==> config.mk <==
export PLATFORM = sky130hd
export DESIGN_NAME = cpc_carrier_ctrl
export DESIGN_NICKNAME = d
export VERILOG_FILES = /design/src/cpc_pkg.sv /design/src/cpc_sync2.sv /design/src/cpc_carrier_ctrl.sv
export VERILOG_INCLUDE_DIRS = /design/src
export SDC_FILE = /design/constraint.sdc
export NUM_CORES = 1
export LEC_CHECK = 0
export ABC_AREA = 1
export BUFFER_PORTS_ARGS = -buffer_cell sky130_fd_sc_hd__clkbuf_2
export CORE_UTILIZATION = 60
export CTS_CLUSTER_DIAMETER = 200
export DETAILED_ROUTE_END_ITERATION = 6
export PLACE_DENSITY_LB_ADDON = 0.1
export SETUP_SLACK_MARGIN = 0.15
export SYNTH_ARGS = -nofsm -noshare
export SYNTH_HDL_FRONTEND = slang
export SYNTH_SLANG_ARGS = --single-unit
export TNS_END_PERCENT = 1
==> constraint.sdc <==
create_clock -name clk_sys -period 4.4 [get_ports clk_sys]
set_input_delay 0.88 -clock clk_sys [delete_from_list [all_inputs] [get_ports clk_sys]]
set_output_delay 0.88 -clock clk_sys [all_outputs]
set_load 0.02 [all_outputs]
==> src/cpc_defs.svh <==
// Constant offsets, field positions and timing figures of the carrier block.
`ifndef CPC_DEFS_SVH
`define CPC_DEFS_SVH
`define CPC_ADDR_CTRL 8'h00
`define CPC_ADDR_DATA 8'h04
`define CPC_ADDR_STATUS 8'h08
`define CPC_BIT_IRQ_EN 12
`define CPC_BIT_DIR 8
`define CPC_BIT_INIT 7
`define CPC_CNT_LSB 9
`define CPC_CNT_MSB 16
`define CPC_BRAKE_COUNT 8'h06
`define CPC_FINAL_COUNT 8'h01
`define CPC_CLK_MHZ 250
`define CPC_COAST_MS 100
`define CPC_INTERPOSER_MS 27
`define CPC_BLANK_MS 30
`define CPC_STALL_MS 50
`endif

==> src/cpc_pkg.sv <==
// Types shared by the carrier position control block.
package cpc_pkg;
  typedef enum logic [2:0] {
    CPC_IDLE, CPC_RELEASE, CPC_HIGH, CPC_BRAKE, CPC_LOW, CPC_COAST, CPC_INIT
  } cpc_state_t;
  typedef struct packed {
    logic drive_right_n;
    logic drive_left_n;
    logic tach_left_select_n;
    logic high_speed_select_n;
    logic high_power_select_n;
    logic hold_coil_on;
    logic interposer_on;
  } cpc_motor_t;
endpackage

==> src/cpc_sync2.sv <==
// Two-flop synchroniser for asynchronous level inputs.
`timescale 1ns/1ps
`default_nettype none
module cpc_sync2 #(
  parameter int WIDTH = 1
) (
  input wire logic clk_sys,
  input wire logic reset_n,
  input wire logic [WIDTH-1:0] async_in,
  output logic [WIDTH-1:0] sync_out
);
  logic [WIDTH-1:0] stage1_ff;
  logic [WIDTH-1:0] stage2_ff;

  always_ff @(posedge clk_sys or negedge reset_n) begin
    if (!reset_n) begin
      stage1_ff <= '0;
      stage2_ff <= '0;
    end else begin
      stage1_ff <= async_in;
      stage2_ff <= stage1_ff;
    end
  end

  assign sync_out = stage2_ff;
endmodule // cpc_sync2
`default_nettype wire

==> src/cpc_carrier_ctrl.sv <==
// Carrier position control: Wishbone slave, countdown and motor sequencer.
// How it works
// An accepted carrier data word loads the move count into the countdown.
// Moves over six release hold and interposer, then high speed full power.
// Each photocell notch pulse lowers a nonzero countdown by exactly one; a data word load wins.
// At count six in high speed, reverse both drives and select low speed.
// When feedback shows low speed reached, drive forward again at low speed.
// At count one drop hold coils and go to low power to coast.
// Moves of two to six run low speed full power, coast at one.
// Single moves skip hold coils, use low speed, full power, interposer.
// Right: right drive low, left high; left: the reverse.
// Both direction drives are never low together.
// Tach select low for leftward motion, high otherwise.
// High-speed select is low for high speed, high for low speed.
// Speed feedback high means slower than selected; sequencing uses it.
// High-power select low for high current, high for low current.
// When idle both drives and the power select stay high.
// A control write with bit 12 sets the carrier enable flag.
// Interrupt only when enabled, carrier not busy and printer idle.
// Processor sends the data word as a plain write after the interrupt.
// Direction comes from bit 8 of the carrier data word.
// Initialize bit 7 drives low speed to the bumper; count is ignored.
// Software keeps the absolute position; the block holds only counts.
// A data word with nonzero count sets busy, removing the interrupt.
// A compare flag shows count at most six and picks the first speed.
// Entering low-speed low-power starts 100 ms, then all drive stops.
// Notch and speed feedback pass two-flop synchronisers first.
//
// The Wishbone interface to the registers and the register addresses were chosen for this implementation.
`timescale 1ns/1ps
`default_nettype none
`include "cpc_defs.svh"
module cpc_carrier_ctrl
  import cpc_pkg::*;
#(
  parameter int CNT_W = 8,
  parameter int COAST_CYCLES = `CPC_COAST_MS * 1000 * `CPC_CLK_MHZ,
  parameter int INTERPOSER_CYCLES = `CPC_INTERPOSER_MS * 1000 * `CPC_CLK_MHZ,
  parameter int BLANK_CYCLES = `CPC_BLANK_MS * 1000 * `CPC_CLK_MHZ,
  parameter int STALL_CYCLES = `CPC_STALL_MS * 1000 * `CPC_CLK_MHZ
) (
  input wire logic clk_sys,
  input wire logic reset_n,
  input wire logic wb_cyc_i,
  input wire logic wb_stb_i,
  input wire logic wb_we_i,
  input wire logic [7:0] wb_adr_i,
  input wire logic [3:0] wb_sel_i,
  input wire logic [31:0] wb_dat_i,
  output logic [31:0] wb_dat_o,
  output logic wb_ack_o,
  input wire logic printer_idle,
  input wire logic notch_pulse,
  input wire logic below_speed_feedback,
  output logic carrier_data_irq,
  output cpc_motor_t motor
);
  logic [1:0] sync_q;
  logic notch_prev_ff;
  logic ack_ff;
  logic [31:0] dat_o_ff;
  logic carrier_enable_ff;
  logic carrier_op_busy_ff;
  logic low_speed_low_power_ff;
  logic dir_left_ff;
  logic single_ff;
  logic [CNT_W-1:0] count_ff;
  logic [31:0] timer_ff;
  cpc_state_t state_ff;
  cpc_motor_t motor_ff;
  cpc_state_t nxt_state;
  logic [31:0] nxt_timer;
  cpc_motor_t nxt_motor;

  // Both asynchronous inputs go through the same synchroniser pair.
  cpc_sync2 #(.WIDTH(2)) u_sync (
    .clk_sys(clk_sys),
    .reset_n(reset_n),
    .async_in({below_speed_feedback, notch_pulse}),
    .sync_out(sync_q)
  );

  wire notch_s = sync_q[0];
  wire slow_s = sync_q[1];
  wire notch_edge = notch_s && !notch_prev_ff;

  // Byte lanes mask the write word before any field is taken from it.
  function automatic logic [31:0] lane_mask(input logic [3:0] sel);
    lane_mask = {{8{sel[3]}}, {8{sel[2]}}, {8{sel[1]}}, {8{sel[0]}}};
  endfunction

  wire bus_req = wb_cyc_i && wb_stb_i && !ack_ff;
  wire [31:0] wdata = wb_dat_i & lane_mask(wb_sel_i);
  wire hit_ctrl = (wb_adr_i == `CPC_ADDR_CTRL);
  wire hit_data = (wb_adr_i == `CPC_ADDR_DATA);
  wire hit_status = (wb_adr_i == `CPC_ADDR_STATUS);
  wire ctrl_wr = bus_req && wb_we_i && hit_ctrl;
  wire data_wr = bus_req && wb_we_i && hit_data;
  wire [CNT_W-1:0] word_count = wdata[`CPC_CNT_MSB:`CPC_CNT_LSB];
  wire word_init = wdata[`CPC_BIT_INIT];
  // A data word while a move runs is dropped; software waits for the irq.
  wire data_take = data_wr && !carrier_op_busy_ff && state_ff == CPC_IDLE;
  wire start_move = data_take && !word_init && (word_count != '0);
  wire start_init = data_take && word_init;

  wire count_le_six = (count_ff <= `CPC_BRAKE_COUNT);
  wire count_final = single_ff ? (count_ff == '0) :
                                 (count_ff <= `CPC_FINAL_COUNT);
  wire timer_done = (timer_ff == 32'h0);

  wire [31:0] status_word = {
    9'h000, motor_ff, count_ff, 2'h0, low_speed_low_power_ff,
    count_le_six, printer_idle, carrier_data_irq, carrier_op_busy_ff,
    carrier_enable_ff
  };
  wire [31:0] read_word = hit_status ? status_word : 32'h0;

  // Wishbone classic: every access, mapped or not, is acked one cycle on.
  always_ff @(posedge clk_sys or negedge reset_n) begin
    if (!reset_n) begin
      ack_ff <= 1'b0;
      dat_o_ff <= 32'h0;
    end else begin
      ack_ff <= bus_req;
      if (bus_req && !wb_we_i) begin
        dat_o_ff <= read_word;
      end
    end
  end

  assign wb_ack_o = ack_ff;
  assign wb_dat_o = dat_o_ff;

  // The enable flag follows bit 12 of each control word that enables byte lane 1.
  always_ff @(posedge clk_sys or negedge reset_n) begin
    if (!reset_n) begin
      carrier_enable_ff <= 1'b0;
    end else if (ctrl_wr && wb_sel_i[1]) begin
      carrier_enable_ff <= wdata[`CPC_BIT_IRQ_EN];
    end
  end

  assign carrier_data_irq = carrier_enable_ff && !carrier_op_busy_ff &&
                            printer_idle;

  // Busy is set by a new move and cleared only when the sequence ends.
  always_ff @(posedge clk_sys or negedge reset_n) begin
    if (!reset_n) begin
      carrier_op_busy_ff <= 1'b0;
    end else if (start_move || start_init) begin
      carrier_op_busy_ff <= 1'b1;
    end else if (state_ff != CPC_IDLE && nxt_state == CPC_IDLE) begin
      carrier_op_busy_ff <= 1'b0;
    end
  end

  // Only relative counts are held; the absolute position lives in software.
  always_ff @(posedge clk_sys or negedge reset_n) begin
    if (!reset_n) begin
      count_ff <= '0;
      dir_left_ff <= 1'b0;
      single_ff <= 1'b0;
      notch_prev_ff <= 1'b0;
    end else begin
      notch_prev_ff <= notch_s;
      if (data_take) begin
        dir_left_ff <= wdata[`CPC_BIT_DIR];
        count_ff <= word_init ? '0 : word_count;
        single_ff <= !word_init && (word_count == CNT_W'(1));
      end else if (notch_edge && count_ff != '0) begin
        count_ff <= count_ff - CNT_W'(1);
      end
    end
  end

  // Sequencer: one shared down-counter times the release, brake, coast and init phases.
  always_comb begin
    nxt_state = state_ff;
    nxt_timer = timer_done ? 32'h0 : timer_ff - 32'h1;
    case (state_ff)
      CPC_IDLE: begin
        if (start_init) begin
          nxt_state = CPC_INIT;
          nxt_timer = 32'(STALL_CYCLES);
        end else if (start_move) begin
          nxt_state = CPC_RELEASE;
          nxt_timer = 32'(INTERPOSER_CYCLES);
        end
      end
      CPC_RELEASE: begin
        if (timer_done) begin
          nxt_state = count_le_six ? CPC_LOW : CPC_HIGH;
        end
      end
      CPC_HIGH: begin
        if (count_le_six) begin
          nxt_state = CPC_BRAKE;
          nxt_timer = 32'(BLANK_CYCLES);
        end
      end
      CPC_BRAKE: begin
        // Feedback is ignored while the blanking time masks switching noise.
        if (timer_done && slow_s) begin
          nxt_state = CPC_LOW;
        end
      end
      CPC_LOW: begin
        if (count_final) begin
          nxt_state = CPC_COAST;
          nxt_timer = 32'(COAST_CYCLES);
        end
      end
      CPC_COAST: begin
        if (timer_done) begin
          nxt_state = CPC_IDLE;
        end
      end
      CPC_INIT: begin
        // A stall is seen as no notch for the whole stall time.
        if (notch_edge) begin
          nxt_timer = 32'(STALL_CYCLES);
        end else if (timer_done) begin
          nxt_state = CPC_IDLE;
        end
      end
      default: begin
        nxt_state = CPC_IDLE;
      end
    endcase
  end

  always_ff @(posedge clk_sys or negedge reset_n) begin
    if (!reset_n) begin
      state_ff <= CPC_IDLE;
      timer_ff <= 32'h0;
      low_speed_low_power_ff <= 1'b0;
    end else begin
      state_ff <= nxt_state;
      timer_ff <= nxt_timer;
      low_speed_low_power_ff <= (nxt_state == CPC_COAST);
    end
  end

  // Output decode from the present state; registered one cycle later.
  wire drv_fwd = state_ff == CPC_HIGH || state_ff == CPC_LOW ||
                 state_ff == CPC_COAST || state_ff == CPC_INIT;
  wire drv_rev = state_ff == CPC_BRAKE;
  wire go_left = (drv_fwd && dir_left_ff) || (drv_rev && !dir_left_ff);
  wire go_right = (drv_fwd && !dir_left_ff) || (drv_rev && dir_left_ff);
  wire moving = drv_fwd || drv_rev;
  wire full_power = state_ff == CPC_HIGH || state_ff == CPC_BRAKE ||
                    state_ff == CPC_LOW || state_ff == CPC_INIT;

  always_comb begin
    nxt_motor.drive_right_n = !(go_right && !go_left);
    nxt_motor.drive_left_n = !(go_left && !go_right);
    nxt_motor.tach_left_select_n = !(moving && dir_left_ff);
    nxt_motor.high_speed_select_n = !(state_ff == CPC_HIGH);
    nxt_motor.high_power_select_n = !full_power;
    nxt_motor.hold_coil_on = !single_ff && (state_ff == CPC_RELEASE ||
      state_ff == CPC_HIGH || state_ff == CPC_BRAKE ||
      state_ff == CPC_LOW);
    nxt_motor.interposer_on = state_ff == CPC_RELEASE ||
      (single_ff && state_ff == CPC_LOW);
  end

  always_ff @(posedge clk_sys or negedge reset_n) begin
    if (!reset_n) begin
      motor_ff <= '{1'b1, 1'b1, 1'b1, 1'b1, 1'b1, 1'b0, 1'b0};
    end else begin
      motor_ff <= nxt_motor;
    end
  end

  assign motor = motor_ff;

  property p_no_dual_drive;
    @(posedge clk_sys) disable iff (!reset_n)
      !(!motor.drive_right_n && !motor.drive_left_n);
  endproperty
  a_no_dual_drive: assert property (p_no_dual_drive)
    else $error("Both direction drives are low together.");

  property p_idle_outputs;
    @(posedge clk_sys) disable iff (!reset_n)
      (state_ff == CPC_IDLE) [*2] |-> motor.drive_right_n &&
        motor.drive_left_n && motor.high_power_select_n;
  endproperty
  a_idle_outputs: assert property (p_idle_outputs)
    else $error("Idle carrier still drives or requests high power.");

  property p_notch_count;
    @(posedge clk_sys) disable iff (!reset_n)
      notch_edge && !data_take && count_ff != '0 |=>
        count_ff == $past(count_ff) - CNT_W'(1);
  endproperty
  a_notch_count: assert property (p_notch_count)
    else $error("Notch did not lower the count by one.");

  property p_busy_set;
    @(posedge clk_sys) disable iff (!reset_n)
      start_move |=> carrier_op_busy_ff && !carrier_data_irq;
  endproperty
  a_busy_set: assert property (p_busy_set)
    else $error("Accepted move did not set busy.");

  property p_irq_gate;
    @(posedge clk_sys) disable iff (!reset_n)
      carrier_data_irq |-> $past(carrier_enable_ff) || $past(ctrl_wr);
  endproperty
  a_irq_gate: assert property (p_irq_gate)
    else $error("Interrupt raised without enable.");

  property p_brake;
    @(posedge clk_sys) disable iff (!reset_n)
      state_ff == CPC_HIGH && count_le_six |-> ##2
        motor.high_speed_select_n &&
        (motor.drive_left_n == dir_left_ff);
  endproperty
  a_brake: assert property (p_brake)
    else $error("Braking did not reverse drive at low speed.");

  property p_coast_power;
    @(posedge clk_sys) disable iff (!reset_n)
      state_ff == CPC_COAST |=> motor.high_power_select_n &&
        !motor.hold_coil_on;
  endproperty
  a_coast_power: assert property (p_coast_power)
    else $error("Coast phase keeps full power or hold coils.");

  property p_enable_set;
    @(posedge clk_sys) disable iff (!reset_n)
      ctrl_wr && wb_sel_i[1] && wdata[`CPC_BIT_IRQ_EN] |=> carrier_enable_ff;
  endproperty
  a_enable_set: assert property (p_enable_set)
    else $error("Control word did not set the enable flag.");

  property p_first_speed;
    @(posedge clk_sys) disable iff (!reset_n)
      state_ff == CPC_RELEASE && timer_done |=>
        (state_ff == CPC_HIGH) == ($past(count_ff) > `CPC_BRAKE_COUNT);
  endproperty
  a_first_speed: assert property (p_first_speed)
    else $error("Initial speed does not follow the count compare.");

  property p_coast_end;
    @(posedge clk_sys) disable iff (!reset_n)
      state_ff == CPC_COAST && timer_done |=> state_ff == CPC_IDLE;
  endproperty
  a_coast_end: assert property (p_coast_end)
    else $error("Coast timer expiry did not end the move.");

  property p_speed_sel;
    @(posedge clk_sys) disable iff (!reset_n)
      !motor.high_speed_select_n |-> $past(state_ff) == CPC_HIGH;
  endproperty
  a_speed_sel: assert property (p_speed_sel)
    else $error("High speed requested outside the high speed phase.");
endmodule // cpc_carrier_ctrl
`default_nettype wire

After elaboration in Yosys (flattened, before gate mapping)
Index checks and enable logic that the tools add are counted.
{ "totals": {"output_inout_bits": 41, "word_cells": 125, "in_bits": 52, "ff_bits": 93} }
{ "classes": {"n_reduce_logical": 66, "add_sub_neg": 2, "bitwise_logic": 1, "muxes": 24, "eq_ne": 10, "order_cmp": 2} }
{ "ops": {"columns": ["cell", "count"], "rows": [
  ["$mux W32", 6],
  ["$pmux W32 S4", 1],
  ["$logic_not A32 Y1", 1],
  ["$sub A32 B1 Y32 const B", 1],
  ["$logic_and A1 B1 Y1", 28],
  ["$mux W3", 9],
  ["$mux W8", 3],
  ["$mux W23", 1],
  ["$pmux W3 S7", 1],
  ["$and A17 B17 Y17", 1],
  ["$logic_not A8 Y1", 2],
  ["$reduce_bool A8 Y1", 2],
  ["$logic_not A1 Y1", 14],
  ["$logic_or A1 B1 Y1", 14],
  ["$eq A3 B3 Y1 const B", 4],
  ["$eq A8 B1 Y1 const B", 1],
  ["$eq A8 B3 Y1 const B", 1],
  ["$eq A8 B4 Y1 const B", 1],
  ["$le A8 B1 Y1 const B", 1],
  ["$le A8 B3 Y1 const B", 1],
  ["$sub A8 B1 Y8 const B", 1],
  ["$eq A3 B2 Y1 const B", 2],
  ["$logic_not A3 Y1", 2],
  ["$reduce_bool A2 Y1", 2],
  ["3 further kinds", 5]
]} }

Longest topological paths before layout
{ "depth": {"depth_word": 15, "ltp_mapped": 14} }

Cells and area by module
Synthesis repeated with hierarchy kept, for this count alone.
{ "unflattened": {"cells_unflattened": 614, "area_unflattened_um2": 4953.5} }
{ "modules_own_cells": {"columns": ["module", "area_each_um2", "instances", "cells_per_inst"], "rows": [
  ["cpc_carrier_ctrl", 4853.4, 1, 610],
  ["cpc_sync2", 100.1, 1, 4]
]} }

Worst setup path after synthesis
OpenSTA, ideal clock, no wires.
{ "synth_timing": {"path_type": "in2reg", "from": "input port wb_sel_i[1]", "to": "register timer_ff[0]", "setup_time_ps": 80, "required_time_ps": 4320, "arrival_ps": 2040, "path_slack_ps": 2279, "cell_stages": 11, "path_buffers": 2, "cell_sequence": "buf_6 > nand2_2 > inv_2 > nor3_4 > nand4_2 > o21ai_2 > nand2_2 > nor2_4 > nand2_2 > buf_6 > nor3_2"} }
{ "synth_between": {"elab_chain_cells": 6} }
{ "synth_rtl": {"columns": ["item", "line_no", "rtl"], "rows": [
  ["from (decl)", "cpc_carrier_ctrl.sv:48", "input wire logic [3:0] wb_sel_i,"],
  ["$and A17 B17 Y17", "cpc_carrier_ctrl.sv:93", "wire [31:0] wdata = wb_dat_i & lane_mask(wb_sel_i);"],
  ["$reduce_bool A8 Y1", "cpc_carrier_ctrl.sv:103", "wire start_move = data_take && !word_init && (word_count != '0);"],
  ["$logic_and A1 B1 Y1", "cpc_carrier_ctrl.sv:103", null],
  ["$mux W32", "cpc_carrier_ctrl.sv:185", "end else if (start_move) begin"],
  ["$mux W32", "cpc_carrier_ctrl.sv:182", "if (start_init) begin"],
  ["$pmux W32 S4", "cpc_carrier_ctrl.sv:180", "case (state_ff)"],
  ["named net nxt_timer[0]", "cpc_carrier_ctrl.sv:72", "logic [31:0] nxt_timer;"],
  ["to (signal assigned)", "cpc_carrier_ctrl.sv:239", "timer_ff <= nxt_timer;"],
  ["to (decl)", "cpc_carrier_ctrl.sv:68", "logic [31:0] timer_ff;"]
]} }
The timed path passes the listed nets, and every way through them passes these cells.
A chain may end at the register's enable or synchronous reset.

Worst setup path in the final report
{ "layout_timing": {"from": "input port wb_cyc_i", "to": "register timer_ff[13]"} }
{ "layout_between": {"elab_chain_cells": 11, "elab_cells_between_ends": 12} }
{ "layout_rtl": {"columns": ["item", "line_no", "rtl"], "rows": [
  ["from (decl)", "cpc_carrier_ctrl.sv:44", "input wire logic wb_cyc_i,"],
  ["$logic_and A1 B1 Y1 * (2 in series)", "cpc_carrier_ctrl.sv:92", "wire bus_req = wb_cyc_i && wb_stb_i && !ack_ff;"],
  ["named net bus_req", "cpc_carrier_ctrl.sv:92", null],
  ["$logic_and A1 B1 Y1 * (2 in series)", "cpc_carrier_ctrl.sv:98", "wire data_wr = bus_req && wb_we_i && hit_data;"],
  ["$logic_and A1 B1 Y1 * (2 in series)", "cpc_carrier_ctrl.sv:102", "wire data_take = data_wr && !carrier_op_busy_ff && state_ff == CPC_IDLE;"],
  ["$logic_and A1 B1 Y1 (2 in series)", "cpc_carrier_ctrl.sv:103", null],
  ["$mux W32", "cpc_carrier_ctrl.sv:185", null],
  ["$mux W32 *", "cpc_carrier_ctrl.sv:182", null],
  ["$pmux W32 S4 *", "cpc_carrier_ctrl.sv:180", null],
  ["named net nxt_timer[13]", "cpc_carrier_ctrl.sv:72", null]
]} }
Mark *: on every way through the listed nets, which the timed path passes. The rest lies on a longest branch.

==> qor.csv <==
metric,value,unit
first drt pass iteration count,7,
fin nets,726,
via count,4210,
worst-skew pair later-pin latency,0.36,ns
Pwr Density,366.5,mW/mm^2
Synth cell types,43,
Gate Count Post-Synth,609,
Hold WC Path Type,reg2reg,
"Data required, critical path",4.68,ns
"Hold-fix buffers, CTS",0,
Slew @ Worst Pin,1.008,ns
I/O Buffers,58,
"EDFF count, synth",0,
CP startpoint kind,primary input,
Area growth syn-to-layout,12.37,%
initial antenna violation count,0,
number of cells after detailed placement,759,
Fin Clk Skew,0.01159,ns
vias per std cell,5.432,
total gr overflow,0,
register bit count reported by yosys,82,
area of the multi-input gates,0.002292,sq mm
CORE AREA,0.007727,sq mm
Critical Path Sink Type,register,
Pins Over Slew Limit,0,
Final Wtd Congestion,0.9240,
CTS Root Cell,clkbuf_8,
"antenna viol nets, final",0,
Syn Area/Cell,7.854,sq um
VDD IR-drop max,0.2394,mV
"Max FO, Critical Path",24,
final setup TNS,0,ns
Max Cap Viol,0,
largest cells by area after synthesis,"dfrtp_1 (40%), nand2_1 (9.2%), inv_1 (6.2%)",
Clock Tree Buf Depth,2,
Die Width,91.29,um
fill count,633,
PostCTS Resize Cnt,0,
full die area,0.008333,sq mm
fmax,381.4,MHz
register area,0.002058,sq mm
Die Ht,91.29,um
# IOs,93,
predominant post-synthesis flop cell,dfrtp_1,
most common cell in the netlist,nand2_1,
first-pass GRT wire length,18940,um
Final Hold Fails,0,
Final setup viols,0,
final std cells w/o fill,775,
vias in the first global route,4060,
total power,1.970,mW
n_diodes,0,
largest net degree at the start of global routing,83,
All-Layer GR Usage,0.2869,
Post-synth top cells,"nand2_1 (117), inv_1 (79), dfrtp_1 (77)",
crit path DAT,2.90,ns
drt total wl,10890,um
HPWL Detailed,7923,um
# Post-CTS Setup Buffers,0,
crit path time final,2.622,ns
clock buffer count from CTS,9,
layout cells sized above 1,0.2155,
P_leak,2.785,nW
RSZ-0062 raised after global routing,no,
mapped cell area,0.004783,sq mm
clk sinks,82,
Initial Utilization,0.6190,
outcome,"finished, final reports clean",
Rel. slew slack,0.3278,
Synth top area share,0.4028,
register area share after synthesis,0.4303,
H-tree levels,3,
fin crit share,0.5958,
"Warnings, synthesis",0,
WL per Instance,14.05,um
"area leader, netlist",dfrtp_1,
standard-cell row count,32,
DRC viols,0,
CP Class,in2reg,
DRT iter0 DRCs,247,
CTS tree,yes,
clock transition at the registers of the reported paths,0.07,ns
Synth async-reset ratio,1.000,
[critical path, cell delays in order]
cell,delay (ns)
clkbuf_2,0.09
nand3_2,0.34
inv_1,0.22
nand2_1,0.07
inv_1,0.07
nand3_2,0.18
inv_1,0.19
o21ai_2,0.09
nand2_2,0.14
nor2_4,0.06
nand2_2,0.31
inv_1,0.15
o21ai_0,0.10
[through the flow]
step	area [sq um]	setup WS, ns	utilization	hold WS, ns
2_1_floorplan	4821	2.279	-	0.3312
3_3_place_gp	5109	1.531	0.6611	0.3315
3_5_place_dp	5109	1.473	0.6611	0.3372
4_1_cts	5375	1.809	0.6956	0.3540
5_1_grt	5375	1.468	0.6956	0.3694
6_report	5375	1.778	0.6956	0.3505
[power by group]
group	switching [mW]	internal, mW
clock	0.269	0.449
sequential	0.0674	0.830
combinational	0.230	0.125
total	0.566	1.40
[state kept, by name, summed over array words and instances, names as in the netlist]
signal / cells
u_sync.stage1_ff: 2
motor: 7
carrier_op_busy_ff: 1
state_ff: 3
u_sync.sync_out: 2
wb_dat_o: 21
dir_left_ff: 1
low_speed_low_power_ff: 1
notch_prev_ff: 1
single_ff: 1
carrier_enable_ff: 1
wb_ack_o: 1
count_ff: 8
timer_ff: 32
[cells in the final DEF, fill, tap and decap left out, drive strengths merged, types with 2 or more instances in the layout]
cell	n
a31oi	2
clkbuf	68
nor3	29
nor4	3
o21ai	58
ha	6
nand2	132
clkinv	2
bufinv	4
o31ai	2
a22oi	3
nor2	86
or2	4
nand3	33
a21oi	19
nand4	12
inv	89
xnor2	2
conb	11
dfrtp	77
xor2	17
o21bai	2
dfstp	5
[final timing paths]
path,startpoint,endpoint,slack (ns),cells past startpoint
setup / recovery,wb_cyc_i,timer_ff[13],1.78,13
hold / removal,u_sync.stage1_ff[1],u_sync.sync_out[1],0.35,0
setup reg to reg,wb_ack_o,timer_ff[13],1.93,13
hold reg to reg,u_sync.stage1_ff[1],u_sync.sync_out[1],0.35,0
max in group asynchronous,reset_n,u_sync.stage1_ff[1],3.07,1
min in group asynchronous,reset_n,wb_dat_o[2],0.68,1
[per-layer routing]
layer  share of wire  routed length [um]  global-route usage
met2            0.45                4920              0.4495
met5               0                   0                   0
met1            0.47                5087              0.4053
met4           0.021                 224              0.1111
met3           0.060                 655             0.03936
[area by class of cell]
class	instances	area share
Timing Repair Buffer	58	0.05447
Clock inverter	5	0.02328
Multi-Input combinational cell	427	0.4264
Inverter	90	0.06285
Clock buffer	11	0.02630
Tap cell	102	0.02374
Sequential cell	82	0.3829
[kinds of logic after synthesis]
logic type / synth area share
flip-flops: 0.4303
buffers and inverters: 0.09835
other: 0.0007840
AO/OA/AOI/OAI: 0.1033
adder cells (fa/ha/maj): 0.01569
XOR/XNOR: 0.03479
AND/OR/NAND/NOR: 0.3168
Power figures use the tool's default switching activity.
